<file path="config.mk">
export PLATFORM = sky130hd
export DESIGN_NAME = regulator_output_control_regs
export DESIGN_NICKNAME = d
export VERILOG_FILES = /design/src/hdl/regulator_output_control_pkg.sv /design/src/hdl/activation_delay.sv /design/src/hdl/regulator_output_control_regs.sv
export VERILOG_INCLUDE_DIRS = /design/src /design/src/hdl
export SDC_FILE = /design/constraint.sdc
export NUM_CORES = 1
export LEC_CHECK = 0
export BUFFER_PORTS_ARGS = -buffer_cell sky130_fd_sc_hd__buf_2
export CORE_MARGIN = 1.5
export CORE_UTILIZATION = 24
export DETAILED_ROUTE_END_ITERATION = 8
export HOLD_SLACK_MARGIN = 0.06
export SLEW_MARGIN = 25
export SYNTH_ARGS = -nofsm -noshare
export SYNTH_HDL_FRONTEND = slang
export SYNTH_HIERARCHICAL = 1
export SYNTH_SLANG_ARGS = --single-unit
</file>
<file path="constraint.sdc">
create_clock -name clk -period 6.2 [get_ports clk]
set_input_delay 0.31 -clock clk [delete_from_list [all_inputs] [get_ports clk]]
set_output_delay 0.31 -clock clk [all_outputs]
set_load 0.005 [all_outputs]
</file>
<file path="src/hdl/regulator_output_control_regs.svh">
// Purpose: offsets, reset values, field positions and timing of the
//          regulator output control bank
// Assumes: 25 MHz clock, byte-wide register port
// Notes:   definitions only
// Overview of operation
// - step-down enable bit 7, off at reset
// - range bit writable only when off or disabling
// - range selects 0.60-1.30 or 1.30-2.10 V
// - step-down code 0.60 V plus 50 mV steps
// - discharge when disabled unless bit set
// - peak limit offset -50/0/+50/+100 mA
// - linear enable bit 7, active 20 ms later
// - linear voltage code locked while enabled
// - first linear: 25 mV then 50 mV steps
// - others: 50 mV then 75 mV steps
// - limit bypass bits 6:4, locked while enabled
// - switch select bits 2:0, locked while enabled
`ifndef REGULATOR_OUTPUT_CONTROL_REGS_SVH
`define REGULATOR_OUTPUT_CONTROL_REGS_SVH

`define REG_STEP_DOWN_CONTROL 8'h30
`define REG_STEP_DOWN_CONFIG 8'h31
`define REG_LINREG0_CONTROL 8'h32
`define REG_LINREG1_CONTROL 8'h33
`define REG_LINREG2_CONTROL 8'h34
`define REG_LINREG_OPTIONS 8'h35
`define REG_STEP_DOWN_RAMP 8'h50

`define RST_STEP_DOWN_CONTROL 8'h5c
`define RST_STEP_DOWN_CONFIG 8'h00
`define RST_LINREG0_CONTROL 8'h24
`define RST_LINREG1_CONTROL 8'h28
`define RST_LINREG2_CONTROL 8'h14
`define RST_LINREG_OPTIONS 8'h00
`define RST_STEP_DOWN_RAMP 8'h1b
`define RAMP_RESERVED_READ 8'h18

`define ENABLE_BIT 7
`define RANGE_BIT 6
`define DISCHARGE_BIT 5
`define SD_CODE_MSB 4
`define PEAK_MSB 1
`define LIN_CODE_MSB 5
`define BYPASS_LSB 4
`define SWITCH_LSB 0
`define RAMP_MSB 1

`define SD_LOW_TOP 5'h0e
`define SD_HIGH_BOTTOM 5'h0e
`define SD_CODE_TOP 5'h1e
`define LIN_KNEE 6'h20
`define LIN12_CODE_TOP 6'h2c

`define SD_BASE_MV 12'h258
`define STEP_25_MV 12'h019
`define STEP_50_MV 12'h032
`define STEP_75_MV 12'h04b
`define LIN_BASE_MV 12'h320
`define LIN0_KNEE_MV 12'h640
`define LIN12_KNEE_MV 12'h960

`define CLK_HZ 25000000
`define LINREG_DELAY_MS 20
`define RAMP_SLOW_MS 4
`define RAMP_MID_MS 2
`define RAMP_FAST_MS 1
`define RAMP_OFF 2'h0
`define RAMP_FAST 2'h1
`define RAMP_MID 2'h2

`endif

</file>
<file path="src/hdl/regulator_output_control_pkg.sv">
// Purpose: carrier types of the regulator output control bank
// Assumes: nothing
// Notes:   used as regulator_output_control_pkg::name
package regulator_output_control_pkg;

  typedef struct packed {
    logic enable;
    logic discharge;
    logic range_high;
    logic [4:0] code;
    logic [1:0] peak_limit_offset;
    logic [11:0] millivolt;
  } step_down_out_type;

  typedef struct packed {
    logic active;
    logic [5:0] code;
    logic limit_bypass;
    logic switch_select;
    logic [11:0] millivolt;
  } linreg_out_type;

endpackage

</file>
<file path="src/hdl/activation_delay.sv">
// Purpose: holds an output off for a fixed count after its enable rises
// Assumes: enable synchronous to clk
// Notes:   dropping enable restarts the count
`timescale 1ns/1ps
module activation_delay #(
  parameter int DELAY_CYC = 500000
) (
  input wire logic clk,
  input wire logic rst,
  input wire logic enable,
  output logic active
);
  localparam int CNT_W = $clog2(DELAY_CYC + 1);
  localparam logic [CNT_W-1:0] LAST = CNT_W'(DELAY_CYC - 1);

  logic [CNT_W-1:0] cnt_r;
  logic [CNT_W-1:0] cnt_nxt;
  logic active_nxt;

  assign active_nxt = enable && (active || cnt_r == LAST);
  assign cnt_nxt = (enable && !active) ? cnt_r + CNT_W'(1) : '0;

  always_ff @(posedge clk) begin
    if (rst) begin
      cnt_r <= '0;
      active <= 1'b0;
    end else begin
      cnt_r <= cnt_nxt;
      active <= active_nxt;
    end
  end
endmodule

</file>
<file path="src/hdl/regulator_output_control_regs.sv">
// Purpose: control register bank for one step-down and three linear outputs
// Assumes: byte register port synchronous to clk, serial front end outside
// Notes:   read data appear one cycle after reg_rd
`timescale 1ns/1ps
`include "regulator_output_control_regs.svh"
module regulator_output_control_regs #(
  parameter int LINREG_DELAY_CYC = `LINREG_DELAY_MS * (`CLK_HZ / 1000),
  parameter int RAMP_FAST_CYC = `RAMP_FAST_MS * (`CLK_HZ / 1000),
  parameter int RAMP_MID_CYC = `RAMP_MID_MS * (`CLK_HZ / 1000),
  parameter int RAMP_SLOW_CYC = `RAMP_SLOW_MS * (`CLK_HZ / 1000)
) (
  input wire logic clk,
  input wire logic rst,
  input wire logic reg_wr,
  input wire logic reg_rd,
  input wire logic [7:0] reg_addr,
  input wire logic [7:0] reg_wdata,
  output logic [7:0] reg_rdata,
  output regulator_output_control_pkg::step_down_out_type step_down_out,
  output regulator_output_control_pkg::linreg_out_type [2:0] linreg_out
);
  localparam int RAMP_W = $clog2(RAMP_SLOW_CYC + 1);

  // clamps into the selected range; a stray code cannot overshoot
  function automatic logic [4:0] sd_clamp(input logic [4:0] code,
                                          input logic high);
    logic [4:0] c;
    c = code;
    if (high) begin
      if (c < `SD_HIGH_BOTTOM)
        c = `SD_HIGH_BOTTOM;
      if (c > `SD_CODE_TOP)
        c = `SD_CODE_TOP;
    end else if (c > `SD_LOW_TOP) begin
      c = `SD_LOW_TOP;
    end
    return c;
  endfunction

  function automatic logic [11:0] sd_mv(input logic [4:0] code);
    return `SD_BASE_MV + 12'(code) * `STEP_50_MV;
  endfunction

  // reserved codes of outputs 1 and 2 are held at the top setting
  function automatic logic [11:0] lin_mv(input logic [5:0] code,
                                         input logic first);
    logic [5:0] c;
    logic [11:0] mv;
    c = (!first && code > `LIN12_CODE_TOP) ? `LIN12_CODE_TOP : code;
    if (c <= `LIN_KNEE)
      mv = `LIN_BASE_MV + 12'(c) * (first ? `STEP_25_MV : `STEP_50_MV);
    else if (first)
      mv = `LIN0_KNEE_MV + 12'(c - `LIN_KNEE) * `STEP_50_MV;
    else
      mv = `LIN12_KNEE_MV + 12'(c - `LIN_KNEE) * `STEP_75_MV;
    return mv;
  endfunction

  function automatic logic [7:0] lin_addr(input int idx);
    return `REG_LINREG0_CONTROL + 8'(idx);
  endfunction

  logic sd_en_r;
  logic sd_range_r;
  logic [4:0] sd_code_r;
  logic sd_nodisch_r;
  logic [1:0] sd_peak_r;
  logic [1:0] ramp_r;
  logic [4:0] applied_r;
  logic [RAMP_W-1:0] ramp_cnt_r;
  logic [2:0] lin_en_r;
  logic [2:0][5:0] lin_code_r;
  logic [2:0] bypass_r;
  logic [2:0] switch_r;
  logic [2:0][11:0] lin_mv_r;
  logic [2:0] lin_active;
  logic [11:0] sd_mv_r;

  logic sd_en_nxt;
  logic sd_range_nxt;
  logic [4:0] sd_code_nxt;
  logic sd_nodisch_nxt;
  logic [1:0] sd_peak_nxt;
  logic [1:0] ramp_nxt;
  logic [4:0] applied_nxt;
  logic [RAMP_W-1:0] ramp_cnt_nxt;
  logic [2:0] lin_en_nxt;
  logic [2:0][5:0] lin_code_nxt;
  logic [2:0] bypass_nxt;
  logic [2:0] switch_nxt;
  logic [2:0][11:0] lin_mv_nxt;
  logic [7:0] rdata_nxt;
  regulator_output_control_pkg::step_down_out_type sd_out_nxt;

  wire wr_sd_ctrl = reg_wr && reg_addr == `REG_STEP_DOWN_CONTROL;
  wire wr_sd_cfg = reg_wr && reg_addr == `REG_STEP_DOWN_CONFIG;
  wire wr_opt = reg_wr && reg_addr == `REG_LINREG_OPTIONS;
  wire wr_ramp = reg_wr && reg_addr == `REG_STEP_DOWN_RAMP;
  wire [2:0] wr_lin;

  // step-down control
  wire range_open = !sd_en_r || !reg_wdata[`ENABLE_BIT];
  assign sd_en_nxt = wr_sd_ctrl ? reg_wdata[`ENABLE_BIT] : sd_en_r;
  assign sd_range_nxt = (wr_sd_ctrl && range_open) ?
    reg_wdata[`RANGE_BIT] : sd_range_r;
  assign sd_code_nxt = wr_sd_ctrl ?
    reg_wdata[`SD_CODE_MSB:0] : sd_code_r;
  assign sd_nodisch_nxt = wr_sd_cfg ?
    reg_wdata[`DISCHARGE_BIT] : sd_nodisch_r;
  assign sd_peak_nxt = wr_sd_cfg ? reg_wdata[`PEAK_MSB:0] : sd_peak_r;
  assign ramp_nxt = wr_ramp ? reg_wdata[`RAMP_MSB:0] : ramp_r;

  // ramp toward the clamped target, one code per period
  wire [4:0] target = sd_clamp(sd_code_r, sd_range_r);
  wire [RAMP_W-1:0] ramp_last =
    ramp_r == `RAMP_FAST ? RAMP_W'(RAMP_FAST_CYC - 1) :
    ramp_r == `RAMP_MID ? RAMP_W'(RAMP_MID_CYC - 1) :
    RAMP_W'(RAMP_SLOW_CYC - 1);
  wire jump = !sd_en_r || ramp_r == `RAMP_OFF;
  wire at_target = applied_r == target;
  wire ramp_tick = ramp_cnt_r == ramp_last;
  assign ramp_cnt_nxt = (jump || at_target || ramp_tick) ?
    '0 : ramp_cnt_r + RAMP_W'(1);
  assign applied_nxt = jump ? target :
    (at_target || !ramp_tick) ? applied_r :
    (applied_r < target) ? applied_r + 5'(1) :
    applied_r - 5'(1);

  assign sd_out_nxt.enable = sd_en_nxt;
  assign sd_out_nxt.discharge = !sd_en_nxt && !sd_nodisch_nxt;
  assign sd_out_nxt.range_high = sd_range_nxt;
  assign sd_out_nxt.code = applied_nxt;
  assign sd_out_nxt.peak_limit_offset = sd_peak_nxt;
  assign sd_out_nxt.millivolt = sd_mv(applied_nxt);

  // linear outputs: code, bypass and switch fields locked while their enable is held
  genvar i;
  generate
    for (i = 0; i < 3; i++) begin : g_lin
      assign wr_lin[i] = reg_wr && reg_addr == lin_addr(i);
      assign lin_en_nxt[i] = wr_lin[i] ?
        reg_wdata[`ENABLE_BIT] : lin_en_r[i];
      assign lin_code_nxt[i] = (wr_lin[i] && !lin_en_r[i]) ?
        reg_wdata[`LIN_CODE_MSB:0] : lin_code_r[i];
      assign bypass_nxt[i] = (wr_opt && !lin_en_r[i]) ?
        reg_wdata[`BYPASS_LSB + i] : bypass_r[i];
      assign switch_nxt[i] = (wr_opt && !lin_en_r[i]) ?
        reg_wdata[`SWITCH_LSB + i] : switch_r[i];
      assign lin_mv_nxt[i] = lin_mv(lin_code_nxt[i], i == 0);
      assign linreg_out[i] = '{lin_active[i], lin_code_r[i], bypass_r[i],
                               switch_r[i], lin_mv_r[i]};

      activation_delay #(
        .DELAY_CYC(LINREG_DELAY_CYC)
      ) u_delay (
        .clk(clk),
        .rst(rst),
        .enable(lin_en_r[i]),
        .active(lin_active[i])
      );
    end
  endgenerate

  // reserved bits read zero, except the ramp register's fixed pattern
  wire [2:0][7:0] lin_read;
  assign lin_read[0] = {lin_en_r[0], 1'b0, lin_code_r[0]};
  assign lin_read[1] = {lin_en_r[1], 1'b0, lin_code_r[1]};
  assign lin_read[2] = {lin_en_r[2], 1'b0, lin_code_r[2]};
  assign rdata_nxt = !reg_rd ? reg_rdata :
    reg_addr == `REG_STEP_DOWN_CONTROL ?
      {sd_en_r, sd_range_r, 1'b0, sd_code_r} :
    reg_addr == `REG_STEP_DOWN_CONFIG ?
      {2'h0, sd_nodisch_r, 3'h0, sd_peak_r} :
    reg_addr == `REG_LINREG0_CONTROL ? lin_read[0] :
    reg_addr == `REG_LINREG1_CONTROL ? lin_read[1] :
    reg_addr == `REG_LINREG2_CONTROL ? lin_read[2] :
    reg_addr == `REG_LINREG_OPTIONS ?
      {1'b0, bypass_r, 1'b0, switch_r} :
    reg_addr == `REG_STEP_DOWN_RAMP ?
      (`RAMP_RESERVED_READ | {6'h00, ramp_r}) :
    8'h00;

  localparam logic [7:0] SD_RST = `RST_STEP_DOWN_CONTROL;
  localparam logic [7:0] CFG_RST = `RST_STEP_DOWN_CONFIG;
  localparam logic [7:0] OPT_RST = `RST_LINREG_OPTIONS;
  localparam logic [7:0] RAMP_RST = `RST_STEP_DOWN_RAMP;
  localparam logic [5:0] L0_RST = 6'(`RST_LINREG0_CONTROL);
  localparam logic [5:0] L1_RST = 6'(`RST_LINREG1_CONTROL);
  localparam logic [5:0] L2_RST = 6'(`RST_LINREG2_CONTROL);

  always_ff @(posedge clk) begin
    if (rst) begin
      sd_en_r <= SD_RST[`ENABLE_BIT];
      sd_range_r <= SD_RST[`RANGE_BIT];
      sd_code_r <= SD_RST[`SD_CODE_MSB:0];
      sd_nodisch_r <= CFG_RST[`DISCHARGE_BIT];
      sd_peak_r <= CFG_RST[`PEAK_MSB:0];
      ramp_r <= RAMP_RST[`RAMP_MSB:0];
      applied_r <= SD_RST[`SD_CODE_MSB:0];
      ramp_cnt_r <= '0;
      lin_en_r <= 3'h0;
      lin_code_r <= {L2_RST, L1_RST, L0_RST};
      bypass_r <= OPT_RST[`BYPASS_LSB +: 3];
      switch_r <= OPT_RST[`SWITCH_LSB +: 3];
      lin_mv_r <= {lin_mv(L2_RST, 1'b0), lin_mv(L1_RST, 1'b0),
                   lin_mv(L0_RST, 1'b1)};
      step_down_out <= '{1'b0, 1'b1, SD_RST[`RANGE_BIT],
                         SD_RST[`SD_CODE_MSB:0], CFG_RST[`PEAK_MSB:0],
                         sd_mv(SD_RST[`SD_CODE_MSB:0])};
      reg_rdata <= 8'h00;
    end else begin
      sd_en_r <= sd_en_nxt;
      sd_range_r <= sd_range_nxt;
      sd_code_r <= sd_code_nxt;
      sd_nodisch_r <= sd_nodisch_nxt;
      sd_peak_r <= sd_peak_nxt;
      ramp_r <= ramp_nxt;
      applied_r <= applied_nxt;
      ramp_cnt_r <= ramp_cnt_nxt;
      lin_en_r <= lin_en_nxt;
      lin_code_r <= lin_code_nxt;
      bypass_r <= bypass_nxt;
      switch_r <= switch_nxt;
      lin_mv_r <= lin_mv_nxt;
      step_down_out <= sd_out_nxt;
      reg_rdata <= rdata_nxt;
    end
  end
endmodule

</file>
# After elaboration in Yosys (flattened, before gate mapping)
# Index checks and enable logic that the tools add are counted.
# classes
muxes,27
n_reduce_logical,45
eq_ne,14
mul,7
bitwise,3
add_sub_neg,16
n_lt_le_gt_ge,9
# ops
cell,n
$add 19x1->19 const B,3
$eq 19x19->1 const B,3
$eq 8x6->1 const B,6
$mux 5,9
$mux 8,5
$mux 12,3
$mux 17,2
$mul 6x5->11 const B,3
$mux 6,5
$add 10x11->12 const A,2
$add 10x12->12 const A,2
$add 12x12->12 const A,2
$mul 7x8->12 const B,2
$logic_and 1x1->1,21
$sub 6x6->7 const B,3
$le 6x6->1 const B,3
$add 17x1->17 const B,1
$eq 17x17->1,1
$add 11x12->12 const A,1
$gt 6x6->1 const B,2
$mul 12x5->11 const B,1
$logic_not 1->1,11
$mul 5x5->10 const B,1
$eq 8x7->1 const B,1
other kinds (15),28
# word_totals
wordCells,153
regBits,178
output_inout_bits,93
in_bits,20

# Longest topological paths before layout
# Gate-level depths: netlist of run 1.
# logic_depth
depth_word,12
mapped_depth,29
depth_no_buf,29

# Cells and area by module
# The synthesis of run 1 kept the hierarchy.
# by_module_without_submodules
mod,area_per_inst_um2,seq_area_each_um2,n_inst,cells_each
regulator_output_control_regs,9210.1,2302.2,1,1050
activation_delay,909.6,400.4,3,105

# Least setup slack after synthesis of run 1
# OpenSTA, ideal clock, no wires.
# synth_path
kind,register to register
start,"register, netlist name step_down_out[19]"
end,register step_down_out[10] (netlist bit)
stages_incl_launch_ff,27
setup_time_ps,114
arrival_ps,5401
slack_ps,685
path_buffers,1
synth_period_minus_slack_ps,5515
required_ps,6086
path_cell_list,dfxtp_1 clkbuf_1 xor2_1 nor2_1 ha_1 nor2b_1 o21a_1 o21a_1 o21ai_0 and2_1 inv_1 ha_1 a21o_1 a21oi_1 nand2_1 a21o_1 a211o_1 nand3_1 ha_1 ha_1 ha_1 ha_1 a31o_2 a21oi_1 xnor2_1 nand3_1 a21o_1
# synth_rtl
element,line,rtl
end signal: assignment,regulator_output_control_regs.sv:207,"step_down_out <= '{1'b0, 1'b1, SD_RST[`RANGE_BIT],"
end signal: assignment,regulator_output_control_regs.sv:225,step_down_out <= sd_out_nxt;
end: declaration,regulator_output_control_regs.sv:19,"output regulator_output_control_pkg::step_down_out_type step_down_out,"

# Worst setup path in the final report of run 1
# layout_path
start,register sd_code_r[2]
end,register step_down_out[10] (netlist bit)
# layout_via
elab_chain_len,12
elab_cells_between_ends,16
cone_classes,add/sub: 1; mul: 1; order compare: 4; eq/ne: 1; mux: 8; reduce/logical: 1
# layout_rtl
element,line,rtl
start: declaration,regulator_output_control_regs.sv:65,logic [4:0] sd_code_r;
start signal: assignment,regulator_output_control_regs.sv:195,sd_code_r <= SD_RST[`SD_CODE_MSB:0];
start signal: assignment,regulator_output_control_regs.sv:214,sd_code_r <= sd_code_nxt;
$lt 5x4->1 (no line),n/a,
$mux 5,regulator_output_control_regs.sv:30,if (c < `SD_HIGH_BOTTOM)
$mux 5,regulator_output_control_regs.sv:29,if (high) begin
$gt 5x5->1 (no line),n/a,
$mux 5,regulator_output_control_regs.sv:32,if (c > `SD_CODE_TOP)
$mux 5 (*),regulator_output_control_regs.sv:29,
$lt 5x5->1 / $eq 5x5->1 (equally long branches),"regulator_output_control_regs.sv:126, regulator_output_control_regs.sv:120",
$mux 5 / $logic_or 1x1->1 (equally long branches),"regulator_output_control_regs.sv:126, regulator_output_control_regs.sv:125",
$mux 5,regulator_output_control_regs.sv:125,(at_target || !ramp_tick) ? applied_r :
$mux 5 (*),regulator_output_control_regs.sv:124,assign applied_nxt = jump ? target :
via applied_nxt[4],regulator_output_control_regs.sv:85,logic [4:0] applied_nxt;
$mul 5x5->10 (no line) (*),n/a,
$add 10x11->12 (no line) (*),n/a,
# The timed path passes the listed nets; every way through them passes the cells marked *. The select of a mux whose other input is x is not followed.
# A chain may end at the register's enable or synchronous reset.

==> results of run 1 <==
-- how the worst max path moves through the flow --
stage	from	end	slack [ns]	depth (start not counted)
floorplan	step_down_out[19]	step_down_out[10]	0.69	26
global placement	step_down_out[19]	step_down_out[10]	0.40	25
detailed placement	step_down_out[19]	step_down_out[10]	0.26	25
CTS	step_down_out[19]	step_down_out[10]	0.26	25
global route	sd_code_r[2]	step_down_out[10]	0.02	27
finish	sd_code_r[2]	step_down_out[10]	0.45	27
-- synth_stat cells, drive strengths merged, types with 25 or more instances --
master | count | area (um2)
nor3 | 27 | 135
xor2 | 25 | 219
nand3 | 55 | 275
dfxtp | 175 | 3500
xnor2 | 79 | 692
a21oi | 76 | 384
nand4 | 27 | 250
nand2 | 97 | 367
inv | 120 | 450
nor2 | 143 | 542
clkbuf | 27 | 103
mux2i | 29 | 319
ha | 170 | 2130
o21ai | 51 | 259
-- kinds of logic after synthesis --
logic type	Yosys count
compound gates	219
xor+xnor	104
fa+ha+maj	192
buf+inv	164
flops	175
mux	38
other cells	1
simple gates	472
-- layout make-up --
cell class	instances	area [um2]	area share
flip-flops and latches	175	3510	0.254
multi-input cells	1026	7790	0.565
clock buffers	19	443	0.0321
inverters	122	458	0.0332
repair buffers	122	638	0.0463
clock inverters	13	124	0.00898
diodes	3	7.51	0.000544
well taps	664	831	0.0602
-- power by group through the flow --
stage	combinational, mW	sequential, mW	clock, mW
floorplan	0.0554	1.16	0
global placement	0.0923	1.16	0
detailed placement	0.0934	1.16	0
CTS	0.0939	1.13	1.08
global route	0.103	1.13	1.13
finish	0.0937	1.13	1.05
-- through the flow --
stage | hold WS (ns) | power [mW] | cell area [um2] | worst slack [ns] | instances
global route | 0.0742 | 2.36 | 13800 | 0.0244 | 2143
CTS | 0.0695 | 2.31 | 13800 | 0.260 | 2141
detailed placement | 0.471 | 1.25 | 13200 | 0.264 | 2109
floorplan | 0.438 | 1.21 | 11900 | 0.685 | 1365
global placement | 0.464 | 1.25 | 13200 | 0.400 | 2109
finish | 0.0990 | 2.28 | 13800 | 0.451 | 2144
-- registers in the layout, summed over array words and instances (netlist names) --
register              count
reg_rdata                 8
g_lin.u_delay/cnt_r      57
ramp_r                    2
switch_r                  3
sd_code_r                 5
linreg_out               54
bypass_r                  3
lin_en_r                  3
g_lin.u_delay/active      3
sd_nodisch_r              1
ramp_cnt_r               17
step_down_out            19
-- critical path: stages, from the launching register on --
cell	delay, ns
dfxtp_1	0.48
nand3_1	0.16
xnor2_1	0.15
a21oi_1	0.08
nor2b_1	0.19
ha_1	0.17
nor2b_1	0.05
o21a_1	0.16
o21a_1	0.16
o21ai_1	0.19
and2_1	0.20
inv_1	0.09
ha_1	0.33
a21o_1	0.19
a21oi_1	0.19
nand2_1	0.07
a21o_1	0.18
a211o_1	0.31
nand3_1	0.17
ha_1	0.26
ha_1	0.30
ha_1	0.31
ha_1	0.37
a31o_2	0.22
a21oi_1	0.18
xnor2_1	0.19
nand3_1	0.11
a21o_1	0.18
-- routing by layer --
layer	track usage	up-vias
li1	-	4941
met5	0	-
met2	0.202	216
met4	0.0351	6
met1	0.164	4612
met3	0.0496	31
==> impl_metrics.csv, run 1 <==
group,metric,value,unit
floorplanning,floorplan.initialDensity,0.243,
clock_network,postCtsResizedCells,0,
yosys,largest_family_of_logic_cells_by_synthesized_area,"adder cells",
timing,max_clock_freq,0.174,GHz
yosys,synth_seq_cells,175,
floorplanning,die_height,226,um
placed_design,portBuffers,111,
timing,rsz0062_at_grt,"false",
yosys,synth-simple-area-share,0.208,
yosys,synth_fa_ha_area_frac,0.215,
yosys,synth_sequential_area_ratio,0.293,
power,p_leak,5.93,nW
yosys,synth_async_sr_flop_share,0,
cells_and_area,most_common_cell_after_layout_fill_and_taps_aside,"dfxtp_1",
worst_setup_path,startpoint_kind_of_the_worst_setup_timing_path,"flop",
cells_and_area,drive_above_1_share,0.142,
detailed_routing,final_ant_viol_nets,0,
global_route,number_of_antenna_violations_at_the_first_check_in_global_routing,7,
timing,slew_headroom,0.367,
detailed_routing,drt_first_pass_iters,5,
detailed_routing,detail_route.drc_violations,0,
min_path,timing.hold.worst.start,"reg_wdata[6]",
clock_network,source_to_sink_clock_delay_at_the_later_pin_of_the_worst_skew_pair,0.46,ns
power,ir_worst_vdd,0.171,mV
power,internal_power,1.70,mW
worst_setup_path,r2r_cells,27,
clock_network,postCtsSetupBuffers,0,
detailed_routing,dr_wl_met2,14200,um
timing,timing.final.setup_violations,0,
worst_setup_path,critical_path.endpoint_type,"flop",
detailed_routing,drt_iter0_markers,481,
global_route,largest_net_degree_at_the_start_of_global_routing,70,
detailed_routing,drt-vias-per-instance,4.57,
floorplanning,boundaryPins,113,
power,power.sequential.fraction,0.497,
worst_setup_path,path_max_fanout,6,
power,p_sw_frac,0.253,
yosys,post_synth_inst_count,1365,
global_route,global_route.overflow_total,0,
global_route,grt_first_pass_wirelength,51500,um
worst_setup_path,timing.rr.end,"step_down_out[10]",
clock_network,cts_num_sinks,175,
run_status,status,"finished, final reports clean",
clock_network,cts_hold_buffers,0,
detailed_routing,route.met3.wl,2580,um
detailed_routing,vias,9806,
yosys,complex_gate_fraction_of_the_synthesized_area,0.117,
power,netSwitchingPower,0.575,mW
floorplanning,chipWidth,226,um
yosys,post_synth_mux_area_share,0.0352,
cells_and_area,layout-area-overhead-vs-synth,15.6,%
yosys,synth-warning-count,6,
placed_design,finalWeightedCongestion,0.888,
power,p_comb_frac,0.041,
clock_network,tritoncts,"built",
worst_setup_path,reg2reg_from,"sd_code_r[2]",
floorplanning,fp-row-count,81,
global_route,grt_pass1_vias,9701,
yosys,post_synth.cell_area_avg,8.75,um2
power,power_density,165,nW/um2
placed_design,dp_hpwl,25100,um
floorplanning,die_outline_area,51100,um2
worst_setup_path,reg2reg_slack,0.45,ns
cells_and_area,post-route-util,0.281,
worst_setup_path,setup.worst_path.class,"reg2reg",
clock_network,clkTransAtPathRegs,0.08,ns
floorplanning,floorplan.core_area,49100,um2
detailed_routing,detail_route.wirelength,31800,um
timing,setup_total_negative_slack,0,ns
job,maxCapViolCount,0,
min_path,min-delay-path-class,"in2reg",
cells_and_area,design.final.nets,1676,
detailed_routing,wl_per_cell,14.8,um
timing,skew,0.0153,ns
cells_and_area,fill_cells,5287,
yosys,ys_types,85,
timing,report.final.hold_viol_count,0,
timing,post-route-period-util,0.927,
detailed_routing,routed.top_layer,"met5",
clock_network,number_of_buffers_on_the_longest_clock_path,2,
clock_network,cts-root-buf,"clkbuf_16",
min_path,hold_path_cell_cnt,3,
yosys,mappedNetlistArea,11900,um2
timing,worst_slew_pin_slew,0.949,ns
global_route,grt.total_usage,0.129,
clock_network,cts-htree-levels,4,
yosys,most_instantiated_flip_flop_cell_in_the_synthesis_netlist,"dfxtp_1",
cells_and_area,mostFrequentLayoutCells,"dfxtp_1 (173), ha_1 (170), nor2_1 (141)",
worst_setup_path,cp.arrival,6.11,ns
yosys,synth_xor_xnor_area_share,0.0763,
detailed_routing,m1WireLength,14500,um
clock_network,numCtsBuffers,17,
min_path,whs_endpoint,"step_down_out[19]",
timing,report.final.slew_viol_count,0,
worst_setup_path,timing.critical_path.required,6.56,ns
yosys,syn_nets,1577,
yosys,synth_edf_count,0,
power,clock_power_share,0.462,
timing,fin_crit,5.75,ns
Power figures use the tool's default switching activity.
==> inputs of run 2 (changes only) <==
--- a/config.mk
+++ b/config.mk
@@ -6,7 +6,9 @@
 export SDC_FILE = /design/constraint.sdc
 export NUM_CORES = 1
 export LEC_CHECK = 0
+export ABC_CLOCK_PERIOD_IN_PS = 6200
 export BUFFER_PORTS_ARGS = -buffer_cell sky130_fd_sc_hd__buf_2
+export CORE_ASPECT_RATIO = 1.2
 export CORE_MARGIN = 1.5
 export CORE_UTILIZATION = 24
 export DETAILED_ROUTE_END_ITERATION = 8
==> run 2 against run 1 <==
Net effect: hold slack worse by 0.0062 ns; total power up 2.1%; largest power group unchanged; sequential share of layout area is essentially flat; critical path type unchanged; critical endpoint unchanged; maximum frequency is 2.0% lower; largest cell class unchanged; worst setup slack got worse by 0.12 ns; critical path depth decreased by 1.
==> impl_metrics.csv, run 2 (synthesis results as in run 1) <==
group,metric,value,unit
run_status,status,"finished, final reports clean",
clock_network,numCtsBuffers,17,
clock_network,cts_num_sinks,175,
cells_and_area,mostFrequentLayoutCells,"dfxtp_1 (175), ha_1 (170), nor2_1 (141)",
timing,timing.final.setup_violations,0,
placed_design,finalWeightedCongestion,0.906,
detailed_routing,wl_per_cell,15.3,um
timing,post_route_worst_setup_slack,0.334,ns
worst_setup_path,critical_path.endpoint_type,"flop",
timing,post-route-period-util,0.946,
timing,setup_total_negative_slack,0,ns
cells_and_area,finalNonFillerCells,2122,
floorplanning,floorplan.core_area,49100,um2
placed_design,portBuffers,111,
detailed_routing,detail_route.drc_violations,0,
global_route,number_of_antenna_violations_at_the_first_check_in_global_routing,8,
placed_design,dp_hpwl,25700,um
clock_network,cts-htree-levels,4,
worst_setup_path,timing.critical_path.required,6.55,ns
timing,rsz0062_at_grt,"false",
timing,max_clock_freq,0.170,GHz
global_route,global_route.overflow_total,0,
cells_and_area,design.final.nets,1681,
placed_design,place_ws,0.439,ns
worst_setup_path,path_max_fanout,8,
timing,fin_crit,5.87,ns
clock_network,postCtsResizedCells,0,
clock_network,postCtsSetupBuffers,0,
worst_setup_path,setup.worst_path.class,"reg2reg",
detailed_routing,vias,9939,
global_route,largest_net_degree_at_the_start_of_global_routing,67,
worst_setup_path,reg2reg_slack,0.33,ns
floorplanning,floorplan.initialDensity,0.243,
timing,slew_headroom,0.436,
cells_and_area,largest_reg_flops,57,
floorplanning,boundaryPins,113,
power,p_leak,5.97,nW
floorplanning,die_outline_area,51100,um2
power,ir_worst_vdd,0.148,mV
job,maxCapViolCount,0,
clock_network,cts-root-buf,"clkbuf_16",
cells_and_area,layout-area-overhead-vs-synth,15.7,%
worst_setup_path,startpoint_kind_of_the_worst_setup_timing_path,"flop",
timing,report.final.slew_viol_count,0,
power,power_density,168,nW/um2
clock_network,source_to_sink_clock_delay_at_the_later_pin_of_the_worst_skew_pair,0.46,ns
worst_setup_path,cp.arrival,6.21,ns
global_route,grt.total_usage,0.130,
floorplanning,die_height,247,um
clock_network,cts_hold_buffers,0,
detailed_routing,final_ant_viol_nets,0,
timing,worst_slew_pin_slew,0.824,ns
detailed_routing,drt_iter0_markers,558,
worst_setup_path,critical_path_capture_point,"step_down_out[10]",
global_route,grt_pass1_vias,9860,
worst_setup_path,timing.critical_path.from,"step_down_out[19]",
cells_and_area,max_flop_register,"g_lin.u_delay/cnt_r",
detailed_routing,drt_first_pass_iters,6,
cells_and_area,most_common_cell_after_layout_fill_and_taps_aside,"dfxtp_1",
worst_setup_path,timing.rr.end,"step_down_out[10]",
worst_setup_path,reg2reg_from,"step_down_out[19]",
clock_network,number_of_buffers_on_the_longest_clock_path,2,
cells_and_area,drive_above_1_share,0.144,
clock_network,clkTransAtPathRegs,0.08,ns
global_route,grt_first_pass_wirelength,51800,um
min_path,min-delay-path-class,"in2reg",
clock_network,tritoncts,"built",
worst_setup_path,r2r_cells,26,
placed_design,placed_cells,2087,
timing,report.final.hold_viol_count,0,
detailed_routing,drt-vias-per-instance,4.68,
detailed_routing,detail_route.wirelength,32500,um
floorplanning,chipWidth,207,um
floorplanning,fp-row-count,89,
timing,skew,0.0127,ns
## run 2: changes by cell type in the layout (fill, tap and decap cells not counted), moves of 2 or more
cell	change
buf_4	+5
dfxtp_1	+2
dfxtp_2	-2
inv_8	+3
clkinv_4	-2
## run 2: worst min path at each step
stage / cells after the start / to / startpoint
after floorplan: 2 / step_down_out[19] / reg_wdata[6]
after global placement: 2 / g_lin[2].u_delay/cnt_r[17] / g_lin[2].u_delay/cnt_r[17]
after detailed placement: 2 / reg_rdata[5] / reg_rdata[5]
after CTS: 3 / step_down_out[19] / reg_wdata[6]
after global routing: 3 / step_down_out[19] / reg_wdata[6]
final: 3 / bypass_r[2] / reg_wdata[6]
## run 2: final cells by class
cell class | count | area, um2
diodes | 3 | 7.51
clock buffers | 18 | 429
clock inverters | 14 | 153
fillers | 5199 | 35300
inverters | 122 | 458
multi-input cells | 1026 | 7790
flip-flops and latches | 175 | 3500
well taps | 637 | 797
repair buffers | 127 | 676
## run 2: critical path, cell delays in order, from the launching register on
cell	delay, ns
dfxtp_1	0.49
xor2_1	0.18
buf_4	0.16
nor2_1	0.04
ha_1	0.28
nor2b_1	0.13
o21a_1	0.16
o21a_1	0.16
o21ai_0	0.28
and2_1	0.23
inv_1	0.09
ha_1	0.33
a21o_1	0.20
a21oi_1	0.19
nand2_1	0.08
a21o_1	0.18
a211o_1	0.30
nand3_1	0.15
ha_1	0.26
ha_1	0.30
ha_1	0.30
ha_1	0.37
a31o_2	0.23
a21oi_1	0.17
xnor2_1	0.19
nand3_1	0.10
a21o_1	0.19
## run 2: metal layers
metal	track usage	part of all wire	vias up
met4	0.0443	0.024	8
met2	0.214	0.46	210
li1	-	-	4965
met1	0.157	0.44	4709
met3	0.0459	0.075	47
met5	0	0.0015	-
## run 2: power by group
part	switching, mW	internal (mW)
clock network	0.554	0.545
registers	0.00331	1.13
logic	0.0609	0.0319
total	0.618	1.71
## run 2: metrics by stage
step           instance area (um2)  total power [mW]  hold WS [ns]  utilization
2_1_floorplan                11900              1.21         0.438            -
3_3_place_gp                 13200              1.25         0.462        0.269
3_5_place_dp                 13200              1.25         0.460        0.269
4_1_cts                      13800              2.36        0.0675        0.281
5_1_grt                      13800              2.42        0.0795        0.281
6_report                     13800              2.32        0.0928        0.281
==> inputs of run 3 (changes only) <==
--- a/config.mk
+++ b/config.mk
@@ -6,6 +6,7 @@
 export SDC_FILE = /design/constraint.sdc
 export NUM_CORES = 1
 export LEC_CHECK = 0
+export ABC_AREA = 1
 export ABC_CLOCK_PERIOD_IN_PS = 6200
 export BUFFER_PORTS_ARGS = -buffer_cell sky130_fd_sc_hd__buf_2
 export CORE_ASPECT_RATIO = 1.2
@@ -13,6 +14,7 @@
 export CORE_UTILIZATION = 24
 export DETAILED_ROUTE_END_ITERATION = 8
 export HOLD_SLACK_MARGIN = 0.06
+export SETUP_SLACK_MARGIN = 0.05
 export SLEW_MARGIN = 25
 export SYNTH_ARGS = -nofsm -noshare
 export SYNTH_HDL_FRONTEND = slang
==> run 3 against run 2 <==
Net effect: non-clock buffer count shrank 14; register-to-register slack gained 0.47 ns; global-route usage decreased by 0.15 points; wire length up 3.8%; final area up 4.3%; synthesized area grew 4.5%; clock-buffer cell count decreased by 1; worst setup slack better by 0.47 ns; total power grew 0.65%; critical path depth grew 3; die area rose by 4.4%; via count is 12% higher.
==> impl_metrics.csv, run 3 <==
group,metric,value,unit
cells_and_area,multi_input_gate_area,7830,um2
detailed_routing,wl_per_cell,13.5,um
timing,worst_slew_pin_slew,0.820,ns
cells_and_area,drive_above_1_share,0.138,
placed_design,portBuffers,111,
global_route,grt_first_pass_wirelength,54200,um
timing,slew_headroom,0.447,
detailed_routing,drt-vias-per-instance,4.43,
yosys,synth_edf_count,0,
floorplanning,floorplan.initialDensity,0.243,
yosys,synth_async_sr_flop_share,0,
cells_and_area,post-route-cell-area,14400,um2
clock_network,postCtsResizedCells,0,
yosys,synth.top_cells.by_area,"dfxtp_1 (28%), ha_1 (17%), nand2_1 (8.9%), inv_1 (7.9%), nor2_1 (5.2%)",
yosys,synth_sequential_area_ratio,0.281,
power,ir_worst_vdd,0.188,mV
detailed_routing,detail_route.drc_violations,0,
cells_and_area,regArea,3500,um2
yosys,syn_nets,1897,
detailed_routing,drt_first_pass_iters,7,
power,power_density,162,nW/um2
floorplanning,boundaryPins,113,
timing,timing.final.setup_violations,0,
cells_and_area,layout-area-overhead-vs-synth,15.5,%
worst_setup_path,timing.rr.end,"step_down_out[10]",
timing,rsz0062_at_grt,"false",
cells_and_area,fill_cells,5602,
cells_and_area,most_common_cell_after_layout_fill_and_taps_aside,"nand2_1",
global_route,grt_pass1_vias,10900,
job,maxCapViolCount,0,
floorplanning,die_height,253,um
yosys,most_instantiated_flip_flop_cell_in_the_synthesis_netlist,"dfxtp_1",
worst_setup_path,critical_path_capture_point,"step_down_out[10]",
clock_network,source_to_sink_clock_delay_at_the_later_pin_of_the_worst_skew_pair,0.45,ns
worst_setup_path,worstPathBufferInverterCount,3,
worst_setup_path,reg2reg_slack,0.80,ns
floorplanning,fp-row-count,91,
floorplanning,floorplan.core_area,51400,um2
worst_setup_path,timing.critical_path.required,6.51,ns
yosys,yosys.area.top_type_share,0.281,
clock_network,tritoncts,"built",
yosys,post_synth.cell_area_avg,7.40,um2
worst_setup_path,critical_path_depth,29,
worst_setup_path,crit_slowest_cell,"dfxtp_1",
timing,report.final.hold_viol_count,0,
clock_network,cts-root-buf,"clkbuf_16",
timing,max_clock_freq,0.185,GHz
cells_and_area,max_flop_register,"g_lin.u_delay/cnt_r",
worst_setup_path,cp_common_cell,"ha_1",
detailed_routing,detail_route.wirelength,33800,um
worst_setup_path,reg2reg_from,"step_down_out[19]",
worst_setup_path,setup.worst_path.class,"reg2reg",
detailed_routing,vias,11100,
worst_setup_path,timing.critical_path.from,"step_down_out[19]",
yosys,synthTopCellsByCount,"nand2_1 (297), inv_1 (261), dfxtp_1 (175), nor2_1 (173), ha_1 (170)",
yosys,post_synth_inst_count,1685,
placed_design,dpl_cell_area,13800,um2
cells_and_area,finalNonFillerCells,2509,
timing,skew,0.00786,ns
yosys,post-synth-top-area-cell,"dfxtp_1",
floorplanning,chipWidth,211,um
yosys,synth-warning-count,6,
worst_setup_path,crit_path_max_incr_delay,0.45,ns
worst_setup_path,critical_path.endpoint_type,"flop",
clock_network,cts-htree-levels,4,
timing,report.final.slew_viol_count,0,
yosys,post-synth-top-count-cell,"nand2_1",
clock_network,cts_num_sinks,175,
clock_network,postCtsSetupBuffers,0,
min_path,min-delay-path-class,"in2reg",
timing,fin_crit,5.40,ns
run_status,status,"finished, final reports clean",
worst_setup_path,startpoint_kind_of_the_worst_setup_timing_path,"flop",
cells_and_area,design.final.nets,2010,
clock_network,number_of_buffers_on_the_longest_clock_path,2,
global_route,global_route.overflow_total,0,
yosys,mappedNetlistArea,12500,um2
global_route,grt.total_usage,0.129,
placed_design,placed_cells,2476,
cells_and_area,mostFrequentLayoutCells,"nand2_1 (297), inv_1 (260), dfxtp_1 (175)",
placed_design,dp_hpwl,27700,um
yosys,ys_types,56,
worst_setup_path,path_max_fanout,7,
clock_network,cts_hold_buffers,0,
detailed_routing,final_ant_viol_nets,0,
timing,post-route-period-util,0.870,
detailed_routing,drt_iter0_markers,479,
floorplanning,die_outline_area,53300,um2
timing,setup_total_negative_slack,0,ns
cells_and_area,largest_reg_flops,57,
worst_setup_path,r2r_cells,29,
power,p_leak,6.43,nW
clock_network,numCtsBuffers,17,
worst_setup_path,cp.arrival,5.71,ns
global_route,number_of_antenna_violations_at_the_first_check_in_global_routing,3,
worst_setup_path,kind_of_cell_adding_the_most_delay_to_the_critical_path,"adder cells",
placed_design,finalWeightedCongestion,0.875,
yosys,synth_seq_cells,175,
clock_network,clkTransAtPathRegs,0.08,ns
global_route,largest_net_degree_at_the_start_of_global_routing,41,
run 3: changes by cell type in the layout (fill, tap and decap cells not counted), moves of 25 or more:
cell,before,now
o21ai_0,43,82
a21oi_1,75,128
nand3_1,55,92
xnor2_1,79,24
inv_1,115,260
nand2_1,96,297
nor2_1,141,173
mux2i_1,26,1
run 3: stage by stage:
step | power [mW] | hold WS [ns] | utilization | setup slack, ns
2_1_floorplan | 1.21 | 0.418 | - | 1.38
3_3_place_gp | 1.26 | 0.430 | 0.269 | 0.984
3_5_place_dp | 1.26 | 0.439 | 0.269 | 0.815
4_1_cts | 2.38 | 0.124 | 0.281 | 0.800
5_1_grt | 2.43 | 0.167 | 0.281 | 0.271
6_report | 2.34 | 0.152 | 0.281 | 0.804
run 3: report_power, final:
group          leakage, nW  switching [mW]  total (mW)  internal, mW
combinational         4.74          0.0670      0.0976        0.0306
sequential            1.41         0.00371        1.13          1.13
clock                0.281           0.534        1.11         0.575
run 3: per-layer routing:
layer / vias up / GRT usage / routed length [um]
li1: 5694 / - / -
met1: 5171 / 0.148 / 14600
met2: 200 / 0.231 / 16900
met3: 57 / 0.0244 / 1320
met4: 0 / 0.0559 / 1020
met5: - / 0 / 0
run 3: final cells by class:
class,instances,area share
antenna,1,0.000174
clock buffer,17,0.0295
clock inverter,15,0.0123
inverter,273,0.0711
multi-input combinational,1218,0.544
sequential,175,0.243
tap,697,0.0605
timing repair buffer,113,0.0396
run 3: worst min-delay path by stage:
stage,startpoint,to,slack [ns],cells past startpoint
final,reg_wdata[1],ramp_r[1],0.15,3
after global placement,ramp_cnt_r[0],ramp_cnt_r[0],0.43,1
after detailed placement,ramp_cnt_r[0],ramp_cnt_r[0],0.44,1
after floorplan,ramp_cnt_r[0],ramp_cnt_r[0],0.42,1
after global routing,reg_wdata[1],ramp_r[1],0.17,3
after CTS,reg_wdata[1],ramp_r[1],0.12,3
run 3: worst register-to-register path: cells and delay by family (launching register included):
kind | cells | cell delay (ns)
xor gates and xnor gates | 3 | 0.75
and+or+nand+nor | 13 | 1.38
adders and majority gates | 6 | 1.78
buffers and inverters | 3 | 0.25
AOI/OAI and AO/OA | 4 | 0.63
DFF | 1 | 0.45
run 3: cell families (layout without fill, tap and decap cells):
logic type,count (synthesis),count (layout),synth area share
other cells,1,2,0.000301
fa+ha+maj,192,192,0.206
simple gates,699,699,0.264
compound gates,282,282,0.127
mux,1,1,0.000803
flops,175,175,0.281
buf+inv,292,418,0.0910
xor+xnor,43,43,0.0302
